`src/mbx_pkg.sv`:
```
// Purpose: Shared constants for the network configuration mailbox command path.
// Assumes: One 16-bit word moves per valid cycle for commands, and per valid and ready cycle for answers.
// Notes:   Frames are header words then data words; the answer uses the same layout.
//
// What this block does
// - Off command clears autoconfiguration, no data.
// - On command sets autoconfiguration, no data.
// - Autoconfiguration off from reset until enabled.
// - Host sends these only during initialization.
// - Autoconfiguration off hides web and discovery status.
// - Autoconfiguration on shows web and discovery status.
// - Every command gets an accept or reject answer.
// - Name server load carries four words, eight bytes.
// - First two data words form primary server.
// - Zero secondary means primary server only.
// - Name server load echoes its four words.
package mbx_pkg;
    localparam logic [15:0] autoconf_off_cmd     = 16'h0015;
    localparam logic [15:0] autoconf_on_cmd      = 16'h001a;
    localparam logic [15:0] name_server_load_cmd = 16'h0031;
    localparam logic [15:0] MSG_INFO_CMD         = 16'h4002;
    localparam logic [15:0] MSG_INFO_RSP         = 16'h0002;
    localparam logic [15:0] MSG_INFO_ERR         = 16'h8002;
    localparam logic [15:0] SIZE_NONE            = 16'h0000;
    localparam logic [15:0] SIZE_NAME_SRV        = 16'h0008;
    localparam logic [15:0] FRAME_ONE            = 16'h0001;
    localparam logic [15:0] WORD_ZERO            = 16'h0000;
    localparam logic [15:0] FAULT_NONE           = 16'h0000;
    localparam logic [15:0] FAULT_REJECT         = 16'h0001;
    localparam logic [4:0]  HDR_WORDS            = 5'h10;
    localparam logic [4:0]  HDR_ID               = 5'h00;
    localparam logic [4:0]  HDR_INFO             = 5'h01;
    localparam logic [4:0]  HDR_CMD              = 5'h02;
    localparam logic [4:0]  HDR_SIZE             = 5'h03;
    localparam logic [4:0]  HDR_FCOUNT           = 5'h04;
    localparam logic [4:0]  HDR_FNUM             = 5'h05;
    localparam logic [4:0]  HDR_OFFH             = 5'h06;
    localparam logic [4:0]  HDR_OFFL             = 5'h07;
    localparam logic [4:0]  HDR_EXT8             = 5'h0f;
    localparam logic [4:0]  NAME_SRV_WORDS       = 5'h04;
    localparam logic [4:0]  ZERO5                = 5'h00;
    localparam logic [4:0]  ONE5                 = 5'h01;
endpackage

```
`src/mbx_if.sv`:
```
`timescale 1ns/10ps
// Purpose: Mailbox link between host and device, one word per beat each way.
// Assumes: Shared clock mclk; last marks the final word of a message.
// Notes:   Commands flow host to device, answers device to host.
interface mbx_if;
    logic        cmd_valid;
    logic [15:0] cmd_word;
    logic        cmd_last;
    logic        rsp_valid;
    logic [15:0] rsp_word;
    logic        rsp_last;
    logic        rsp_ready;
    modport device (input cmd_valid, input cmd_word, input cmd_last, input rsp_ready,
                    output rsp_valid, output rsp_word, output rsp_last);
    modport host   (output cmd_valid, output cmd_word, output cmd_last, output rsp_ready,
                    input rsp_valid, input rsp_word, input rsp_last);
endinterface

```
`src/mbx_device.sv`:
```
`timescale 1ns/10ps
// Purpose: Device end that decodes autoconfiguration and name server commands.
// Assumes: Host keeps cmd_valid words back to back; rsp_ready may stall the answer.
// Notes:   Answer carries the fault word in extended word 8 and echoes data.
module mbx_device
    import mbx_pkg::*;
(
    input  wire logic        mclk,
    input  wire logic        rstn,
    mbx_if.device            mbx,
    input  wire logic        init_done,
    output logic             autoconf_en,
    output logic             web_autoconf_show,
    output logic             discovery_status_en,
    output logic [31:0]      primary_server,
    output logic [31:0]      secondary_server,
    output logic             secondary_used,
    output logic             cmd_seen
);
    typedef enum logic [1:0] {
        D_RECV = 2'b00,
        D_RESP = 2'b01,
        D_SKIP = 2'b10
    } dstate_e;

    typedef struct packed {
        dstate_e     st;
        logic [4:0]  idx;
        logic [15:0] id;
        logic [15:0] cmd;
        logic [15:0] size;
        logic        bad;
        logic [63:0] dat;
        logic        en;
        logic [31:0] pri;
        logic [31:0] sec;
        logic        rv;
        logic [15:0] rw;
        logic        rl;
        logic        seen;
    } dregs_s;

    dregs_s r;
    dregs_s next_r;
    logic [4:0]  nwords;
    logic [15:0] rword;
    logic [4:0]  didx;
    logic        ok;

    ////////////////////////////////////////////////////////////////////////////////
    always_comb begin
        nwords = (r.cmd == name_server_load_cmd) ? NAME_SRV_WORDS : ZERO5;
        ok = !r.bad && !init_done;
        didx = r.idx - HDR_WORDS;
        case (r.idx)
            HDR_ID:     rword = r.id;
            HDR_INFO:   rword = ok ? MSG_INFO_RSP : MSG_INFO_ERR;
            HDR_CMD:    rword = r.cmd;
            HDR_SIZE:   rword = r.size;
            HDR_FCOUNT: rword = FRAME_ONE;
            HDR_FNUM:   rword = FRAME_ONE;
            HDR_EXT8:   rword = ok ? FAULT_NONE : FAULT_REJECT;
            default: begin
                if (r.idx >= HDR_WORDS) begin
                    rword = r.dat[63 - 16*didx[1:0] -: 16];
                end else begin
                    rword = WORD_ZERO;
                end
            end
        endcase
    end

    always_comb begin
        next_r = r;
        next_r.seen = 1'b0;
        case (r.st)
            D_RECV: begin
                next_r.rv = 1'b0;
                next_r.rl = 1'b0;
                if (mbx.cmd_valid) begin
                    next_r.idx = r.idx + ONE5;
                    case (r.idx)
                        HDR_ID:     next_r.id = mbx.cmd_word;
                        HDR_INFO:   next_r.bad = (mbx.cmd_word != MSG_INFO_CMD);
                        HDR_CMD:    next_r.cmd = mbx.cmd_word;
                        HDR_SIZE:   next_r.size = mbx.cmd_word;
                        HDR_FCOUNT: next_r.bad = r.bad | (mbx.cmd_word != FRAME_ONE);
                        HDR_FNUM:   next_r.bad = r.bad | (mbx.cmd_word != FRAME_ONE);
                        HDR_OFFH:   next_r.bad = r.bad | (mbx.cmd_word != WORD_ZERO);
                        HDR_OFFL:   next_r.bad = r.bad | (mbx.cmd_word != WORD_ZERO);
                        default: begin
                            if (r.idx >= HDR_WORDS) begin
                                next_r.dat = {r.dat[47:0], mbx.cmd_word};
                            end
                        end
                    endcase
                    if (r.idx == HDR_SIZE) begin
                        if (r.cmd == name_server_load_cmd) begin
                            next_r.bad = r.bad | (mbx.cmd_word != SIZE_NAME_SRV);
                        end else if (r.cmd == autoconf_off_cmd || r.cmd == autoconf_on_cmd) begin
                            next_r.bad = r.bad | (mbx.cmd_word != SIZE_NONE);
                        end else begin
                            next_r.bad = 1'b1;
                        end
                    end
                    if (mbx.cmd_last) begin
                        next_r.idx = ZERO5;
                        next_r.st = D_RESP;
                        next_r.seen = 1'b1;
                        if (r.idx != HDR_WORDS + nwords - ONE5) begin
                            next_r.bad = 1'b1;
                        end
                    end
                end
            end
            D_RESP: begin
                if (r.idx == ZERO5 && !r.rv) begin
                    if (ok) begin
                        if (r.cmd == autoconf_off_cmd) begin
                            next_r.en = 1'b0;
                        end else if (r.cmd == autoconf_on_cmd) begin
                            next_r.en = 1'b1;
                        end else begin
                            next_r.pri = r.dat[63:32];
                            next_r.sec = r.dat[31:0];
                        end
                    end
                    next_r.rv = 1'b1;
                    next_r.rw = rword;
                    next_r.rl = 1'b0;
                end else if (mbx.rsp_ready) begin
                    if (r.rl) begin
                        next_r.rv = 1'b0;
                        next_r.rl = 1'b0;
                        next_r.idx = ZERO5;
                        next_r.bad = 1'b0;
                        next_r.st = D_RECV;
                    end else begin
                        next_r.idx = r.idx + ONE5;
                        next_r.rw = (r.idx + ONE5 == HDR_INFO) ? (ok ? MSG_INFO_RSP : MSG_INFO_ERR)
                                  : WORD_ZERO;
                        next_r.rl = (r.idx + ONE5 == HDR_WORDS + nwords - ONE5);
                    end
                end
                if (r.rv && mbx.rsp_ready && !r.rl) begin
                    next_r.rw = word_at(r.idx + ONE5);
                end
            end
            default: next_r.st = D_RECV;
        endcase
    end

    function automatic logic [15:0] word_at(input logic [4:0] i);
        logic [4:0] d;
        d = i - HDR_WORDS;
        case (i)
            HDR_ID:     word_at = r.id;
            HDR_INFO:   word_at = ok ? MSG_INFO_RSP : MSG_INFO_ERR;
            HDR_CMD:    word_at = r.cmd;
            HDR_SIZE:   word_at = r.size;
            HDR_FCOUNT: word_at = FRAME_ONE;
            HDR_FNUM:   word_at = FRAME_ONE;
            HDR_EXT8:   word_at = ok ? FAULT_NONE : FAULT_REJECT;
            default:    word_at = (i >= HDR_WORDS) ? r.dat[63 - 16*d[1:0] -: 16] : WORD_ZERO;
        endcase
    endfunction

    always_ff @(posedge mclk or negedge rstn) begin
        if (!rstn) begin
            r <= '0;
        end else begin
            r <= next_r;
        end
    end

    ////////////////////////////////////////////////////////////////////////////////
    always_ff @(posedge mclk or negedge rstn) begin
        if (!rstn) begin
            autoconf_en <= 1'b0;
            web_autoconf_show <= 1'b0;
            discovery_status_en <= 1'b0;
            primary_server <= '0;
            secondary_server <= '0;
            secondary_used <= 1'b0;
            cmd_seen <= 1'b0;
        end else begin
            autoconf_en <= next_r.en;
            web_autoconf_show <= next_r.en;
            discovery_status_en <= next_r.en;
            primary_server <= next_r.pri;
            secondary_server <= next_r.sec;
            secondary_used <= (next_r.sec != '0);
            cmd_seen <= next_r.seen;
        end
    end

    assign mbx.rsp_valid = r.rv;
    assign mbx.rsp_word = r.rw;
    assign mbx.rsp_last = r.rl;
endmodule

```
`src/flat_wrapper.sv`:
```
// flat-port wrapper written by rule: the top's interface ports become plain ports
module mbx_device_flat import mbx_pkg::*;
  (mclk, rstn, init_done, autoconf_en, web_autoconf_show, discovery_status_en, primary_server, secondary_server, secondary_used, cmd_seen, mbx_cmd_valid, mbx_cmd_word, mbx_cmd_last, mbx_rsp_ready, mbx_rsp_valid, mbx_rsp_word, mbx_rsp_last);
  mbx_if mbx_i ();
  input  wire logic mclk;
  input  wire logic rstn;
  input  wire logic init_done;
  output logic autoconf_en;
  output logic web_autoconf_show;
  output logic discovery_status_en;
  output logic [31:0] primary_server;
  output logic [31:0] secondary_server;
  output logic secondary_used;
  output logic cmd_seen;
  input wire logic [$bits(mbx_i.cmd_valid)-1:0] mbx_cmd_valid;
  input wire logic [$bits(mbx_i.cmd_word)-1:0] mbx_cmd_word;
  input wire logic [$bits(mbx_i.cmd_last)-1:0] mbx_cmd_last;
  input wire logic [$bits(mbx_i.rsp_ready)-1:0] mbx_rsp_ready;
  output wire logic [$bits(mbx_i.rsp_valid)-1:0] mbx_rsp_valid;
  output wire logic [$bits(mbx_i.rsp_word)-1:0] mbx_rsp_word;
  output wire logic [$bits(mbx_i.rsp_last)-1:0] mbx_rsp_last;
  assign mbx_i.cmd_valid = mbx_cmd_valid;
  assign mbx_i.cmd_word = mbx_cmd_word;
  assign mbx_i.cmd_last = mbx_cmd_last;
  assign mbx_i.rsp_ready = mbx_rsp_ready;
  assign mbx_rsp_valid = mbx_i.rsp_valid;
  assign mbx_rsp_word = mbx_i.rsp_word;
  assign mbx_rsp_last = mbx_i.rsp_last;
  mbx_device u_core (.mclk(mclk), .rstn(rstn), .mbx(mbx_i), .init_done(init_done), .autoconf_en(autoconf_en), .web_autoconf_show(web_autoconf_show), .discovery_status_en(discovery_status_en), .primary_server(primary_server), .secondary_server(secondary_server), .secondary_used(secondary_used), .cmd_seen(cmd_seen));
endmodule
```
`config.mk`:
```
export PLATFORM = sky130hd
export DESIGN_NAME = mbx_device_flat
export DESIGN_NICKNAME = d
export VERILOG_FILES = /design/src/mbx_pkg.sv /design/src/mbx_if.sv /design/src/mbx_device.sv /design/src/flat_wrapper.sv
export SDC_FILE = /design/constraint.sdc
export NUM_CORES = 1
export LEC_CHECK = 0
export BUFFER_PORTS_ARGS = -buffer_cell sky130_fd_sc_hd__buf_2
export CORE_AREA = 2 2 206 208
export DETAILED_ROUTE_END_ITERATION = 10
export DIE_AREA = 0 0 208 210
export HOLD_SLACK_MARGIN = 0.03
export PLACE_DENSITY = 0.49
export SYNTH_ARGS = -nofsm -noshare
export SYNTH_HDL_FRONTEND = slang
export SYNTH_SLANG_ARGS = --single-unit
```
`constraint.sdc`:
```
create_clock -name mclk -period 3.4 [get_ports mclk]
set_clock_uncertainty 0.1 [all_clocks]
set_input_delay 0.34 -clock mclk [delete_from_list [all_inputs] [get_ports mclk]]
set_output_delay 0.34 -clock mclk [all_outputs]
set_load 0.01 [all_outputs]
```
## Word level (Yosys, flattened, before mapping)

Index checks and enable logic that the tools add are counted.
Widths: inputs -> output; s select.

| storage, ports and cells | value |
|---|---|
| bits in registers | 205 |
| bits of input ports | 22 |
| output and inout bits | 87 |
| word-level logic and storage cells | 144 |

| operators by class | value |
|---|---|
| add/sub/neg operators | 7 |
| order comparisons | 2 |
| equal/unequal tests | 31 |
| shift-type cells | 2 |
| mux-type cells | 48 |
| bitwise logic cells | 6 |
| reduce and logical (&&, ||, !) cells | 33 |

Operators with widths:

| cell | count |
|---|---|
| $pmux 16 s6 | 2 |
| $mux 32 | 5 |
| $shiftx 79x33->16 | 2 |
| $mux 16 | 9 |
| $mux 64 | 2 |
| $mux 120 | 1 |
| $mux 18 | 2 |
| $eq 16x5->1 const B | 2 |
| $reduce_bool 32->1 | 1 |
| $eq 5x3->1 const B | 6 |
| $mux 7 | 3 |
| $eq 5x2->1 const B | 4 |
| $eq 16x6->1 const B | 1 |
| $ne 16x1->1 const B | 1 |
| $ne 16x15->1 const B | 1 |
| $ne 16x4->1 const B | 1 |
| $reduce_bool 16->1 | 1 |
| $mux 1 | 15 |
| $reduce_and 3->1 | 5 |
| $reduce_and 5->1 | 3 |
| $sub 6x6->7 const A | 2 |
| $reduce_and 4->1 | 3 |
| $eq 5x1->1 const B | 2 |
| $eq 5x4->1 const B | 2 |
| 32 further kinds | 53 |

## Longest topological paths before layout

| logic depth | value |
|---|---|
| word-level depth | 9 |
| mapped depth | 12 |
| depth with buffers taken out | 9 |

## Worst setup path before layout

Ideal clock, no wire load.

| timing | value |
|---|---|
| path type | reg2reg |
| start | reg u_core.r[198] (netlist bit) |
| end | reg u_core.r, in the netlist u_core.mbx.rsp_word[4] |
| setup time | 77 ps |
| data arrival time | 2619 ps |
| data required time | 3223 ps |
| setup slack | 603 ps |
| stages on the path, launching flop included | 13 |
| buffers on the path | 3 |
| cells stage by stage | dfrtp_1 ha_1 clkbuf_1 clkbuf_1 and3_1 ha_1 inv_1 nor2_1 o2111ai_1 o21ai_0 buf_2 nand2_1 a21oi_1 |

| between the ends | value |
|---|---|
| cells in the longest elaborated chain, start to end | 7 |
| elaborated cells between the ends (all ways) | 38 |
| classes of those cells | add/sub (5); order compare (2); eq/ne (13); shift (2); mux (9); reduce/logical (7) |

Ends and longest elaborated chain:

| element | RTL line | text |
|---|---|---|
| from (decl) | mbx_device.sv:43 | `dregs_s r;` |
| from (signal assigned) | mbx_device.sv:172 | `r <= next_r;` |
| $add 5x1->5 or $sub 2x1->2 (tied branches) | mbx_device.sv:140, mbx_device.sv:146, mbx_device.sv:54 |  |
| $sub 2x1->2 (tied with other cells) | mbx_device.sv:155 | `d = i - HDR_WORDS;` |
| $sub 6x6->7 (tied with other cells) | mbx_device.sv:164 | `default: word_at = (i >= HDR_WORDS) ? r.dat[63 - 16*d[1:0] -: 16] : WORD_ZERO;` |
| $shiftx 79x33->16 (tied with other cells) | mbx_device.sv:164 |  |
| $mux 16 (tied with other cells) | mbx_device.sv:164 |  |
| $pmux 16 s6 or $mux 18 (tied branches) | mbx_device.sv:156, mbx_device.sv:117 |  |
| $mux 16 | mbx_device.sv:145 | `if (r.rv && mbx.rsp_ready && !r.rl) begin` |

Parallel ways exist; a longest one is shown, timed or not. The select of a mux whose other input is x is not followed.
A chain may end at the register's enable or synchronous reset.

## Worst setup path after layout

| timing | value |
|---|---|
| start | reg u_core.r[199] (netlist bit) |
| end | reg u_core.r, in the netlist u_core.mbx.rsp_word[12] |

| between the ends | value |
|---|---|
| cells in the longest elaborated chain, start to end | 7 |
| elaborated cells between the ends (all ways) | 32 |
| classes of those cells | add/sub (1); order compare (2); eq/ne (13); mux (9); reduce/logical (7) |

Ends and longest elaborated chain:

| element |
|---|
| branches (longest 7 deep; another with $add 5x1->5) |

Parallel ways; which one is timed is not known. The select of a mux whose other input is x is not followed.

==> flow_summary.yaml <==
critical_path:
  cp_max_fo: 19
  rrSetupSlack_ps: 670
  crit_buf_inv: 1
  start_kind: "flip-flop"
  crit_arrival_ps: 3070
  path_class: "reg -> reg"
  slowest_delay_ps: 550
  required_ps: 3730
  slowest_stage: "dfrtp_1"
  path_cells: "and3_1 > ha_1 > buf_4 > nand2_1 > a21oi_2 > a221o_1 > nand2_1 > a21oi_1"
  crit_top_cell: "nand2_1"
  crit_family: "compound AO/OA/AOI/OAI gates"
  cp-end-kind: "flip-flop"
routing:
  vias: 6816
  viasPerCell: 4.83
  routed_wl_um: 29400
  drc: 0
  post_drt_wl_per_cell_um: 20.8
  dr.pass1.iters: 6
  ant_nets: 0
  drt_iter0_drc: 501
logic_synthesis:
  synth_top_cell_area_share_pct: 49.9
  synth_edf_count: 0
  ys.warnings.count: 0
  async_reset_ff_share_pct: 100
  synth_nets: 859
  syn_avg_cell_area_um2: 12.3
  yosysTopAreaCell: "dfrtp_1"
  synth_seq_cells: 204
  synthCells: 832
  synth_area_leaders: "dfrtp_1 (50%), mux2_2 (19%), buf_4 (6.5%)"
  synth_seq_area_share_pct: 49.9
  synth_common_cells: "dfrtp_1 (204), mux2_2 (175), buf_4 (89), a21oi_1 (35), nor2_1 (34)"
  synthFlopType: "dfrtp_1"
  yosysMostFrequentCell: "dfrtp_1"
  synth_area_um2: 10200
  ys_types: 63
cells_and_area:
  fillCellCount: 4323
  drive_gt1_share_pct: 42.7
  syn2layout_area_growth_pct: 12.8
  final_area_um2: 11500
  fin_nets: 890
  stdcell_count: 1412
  utilization_pct: 27.8
  diodes: 0
clock_tree:
  clk_path_buf_depth: 3
  clkSinkCount: 204
  cts.htree.levels: 1
  cts_buffers: 24
  cts_tree: "yes"
  cts_root_buf: "clkbuf_16"
  clk_pin_slew_worst_paths_ps: 60
  cts_setup_buffers: 0
  clk_latency_ps: 520
timing:
  finalSetupViolCount: 0
  hold_viol: 0
  tns_ps: 0
  fmax_mhz: 366
  maxSlewViolCount: 0
  period_share_pct: 80.4
  slew_headroom_pct: 45.9
  fin_crit_ps: 2730
  rsz0062_at_grt: "no"
  setup_ws_ps: 666
  tightest_slew_ps: 812
placed_design:
  dp_slack_ps: 750
  io_buffer_count: 108
  hpwl_um: 21100
  gp_congestion: 0.865
  dpl_cell_area_um2: 10800
  dpl.cell_count: 1372
floorplan:
  die_h_um: 210
  coreArea_um2: 41500
  io_pins: 109
  rows: 75
  die_w_um: 208
  start_util_pct: 24.7
  die_area_um2: 43700
power:
  vdd_drop_max_v: 0.000372
  p_leak_nw: 5.48
  p_per_area_nw_per_um2: 822
global_route:
  grt_max_degree: 75
  grt_pass1_wl_um: 45300
  antenna_found_initial: 2
  grt.overflow.total: 0
  grt_usage_pct: 13.3
  grt_pass1_vias: 6946
min_path:
  hp-class: "in -> reg"
run_status:
  outcome: "finished, final reports clean"
job:
  max-cap-violations: 0
-- path summary, 6_finish.rpt --
check,start,to,cells after the start
worst max-delay path,u_core.r[199]$_DFFE_PN0P_,u_core.mbx.rsp_word[12]$_DFFE_PN0P_,8
worst min-delay path,mbx_cmd_word[4],u_core.r[153]$_DFFE_PN0P_,2
worst max register to register,u_core.r[199]$_DFFE_PN0P_,u_core.mbx.rsp_word[12]$_DFFE_PN0P_,8
worst min register to register,u_core.r[53]$_DFFE_PN0P_,u_core.r[53]$_DFFE_PN0P_,1
max in group asynchronous,rstn,u_core.secondary_used$_DFF_PN0_,3
min in group asynchronous,rstn,u_core.r[183]$_DFFE_PN0P_,2
-- area by class of cell --
type / instances / area, um^2 / area share, %
clock buffer: 33 / 696 / 6.03
sequential: 204 / 5100 / 44.2
timing repair buffer: 131 / 769 / 6.67
multi-input combinational: 491 / 4230 / 36.7
clock inverter: 3 / 21.3 / 0.184
inverter: 11 / 41.3 / 0.358
tap: 539 / 674 / 5.84
-- stage by stage --
stage | hold slack (ps) | power [W]
final | 53.3 | 0.00948
after global routing | 56.2 | 0.0100
after CTS | 34.3 | 0.00958
after detailed placement | 286 | 0.00712
after global placement | 282 | 0.00710
after floorplan | -55.6 | 0.00604
-- sequential cells by signal (all words and copies together) (netlist names) --
| register | cells |
|---|---|
| u_core.secondary_used | 1 |
| u_core.cmd_seen | 1 |
| u_core.mbx.rsp_word | 16 |
| u_core.mbx.rsp_valid | 1 |
| u_core.mbx.rsp_last | 1 |
| u_core.r | 184 |
-- cells in the final DEF, fill, tap and decap left out, types with 23 or more instances in the layout --
master	n
o21ai_0	23
mux2_2	175
nor4_1	25
a21oi_1	35
dfrtp_1	204
clkbuf_16	25
buf_2	107
nand2_1	32
nor2_1	34
-- logic make-up (layout without fill, tap and decap cells) --
group / after synthesis / after routing / synth area share [%]
DFF: 204 / 204 / 49.9
muxes: 193 / 193 / 23.0
and+or+nand+nor: 162 / 162 / 8.72
buffers and inverters: 137 / 178 / 8.78
AOI/OAI and AO/OA: 131 / 131 / 8.99
adders and majority gates: 5 / 5 / 0.612
-- worst register-to-register path, stage by stage (launching register included) --
cell and delay, ps:
dfrtp_1 550, and3_1 290, ha_1 350, buf_4 270, nand2_1 110, a21oi_2 520, a221o_1 270, nand2_1 60
a21oi_1 140
-- metal layers --
metal	share of wire (%)	vias up	global-route usage, %	wire, um
met5	0.065	-	0	19
met4	2.0	4	3.20	584
met3	5.7	40	2.76	1690
met2	46	194	21.3	13600
met1	46	3516	18.5	13500
li1	-	3062	-	-
-- power by group --
group	internal, W	switching [W]	total (W)
Sequential	0.00303	0.000792	0.00382
Clock	0.00141	0.000987	0.00240
Combinational	0.00143	0.00183	0.00327
Total	0.00587	0.00361	0.00948
-- what timing repair did --
item	4_1_cts	5_1_grt
hold endpoints to repair	67	0
hold buffers	4	0
resized for setup	0	0
No activity file was read; power rests on OpenSTA's default activity.
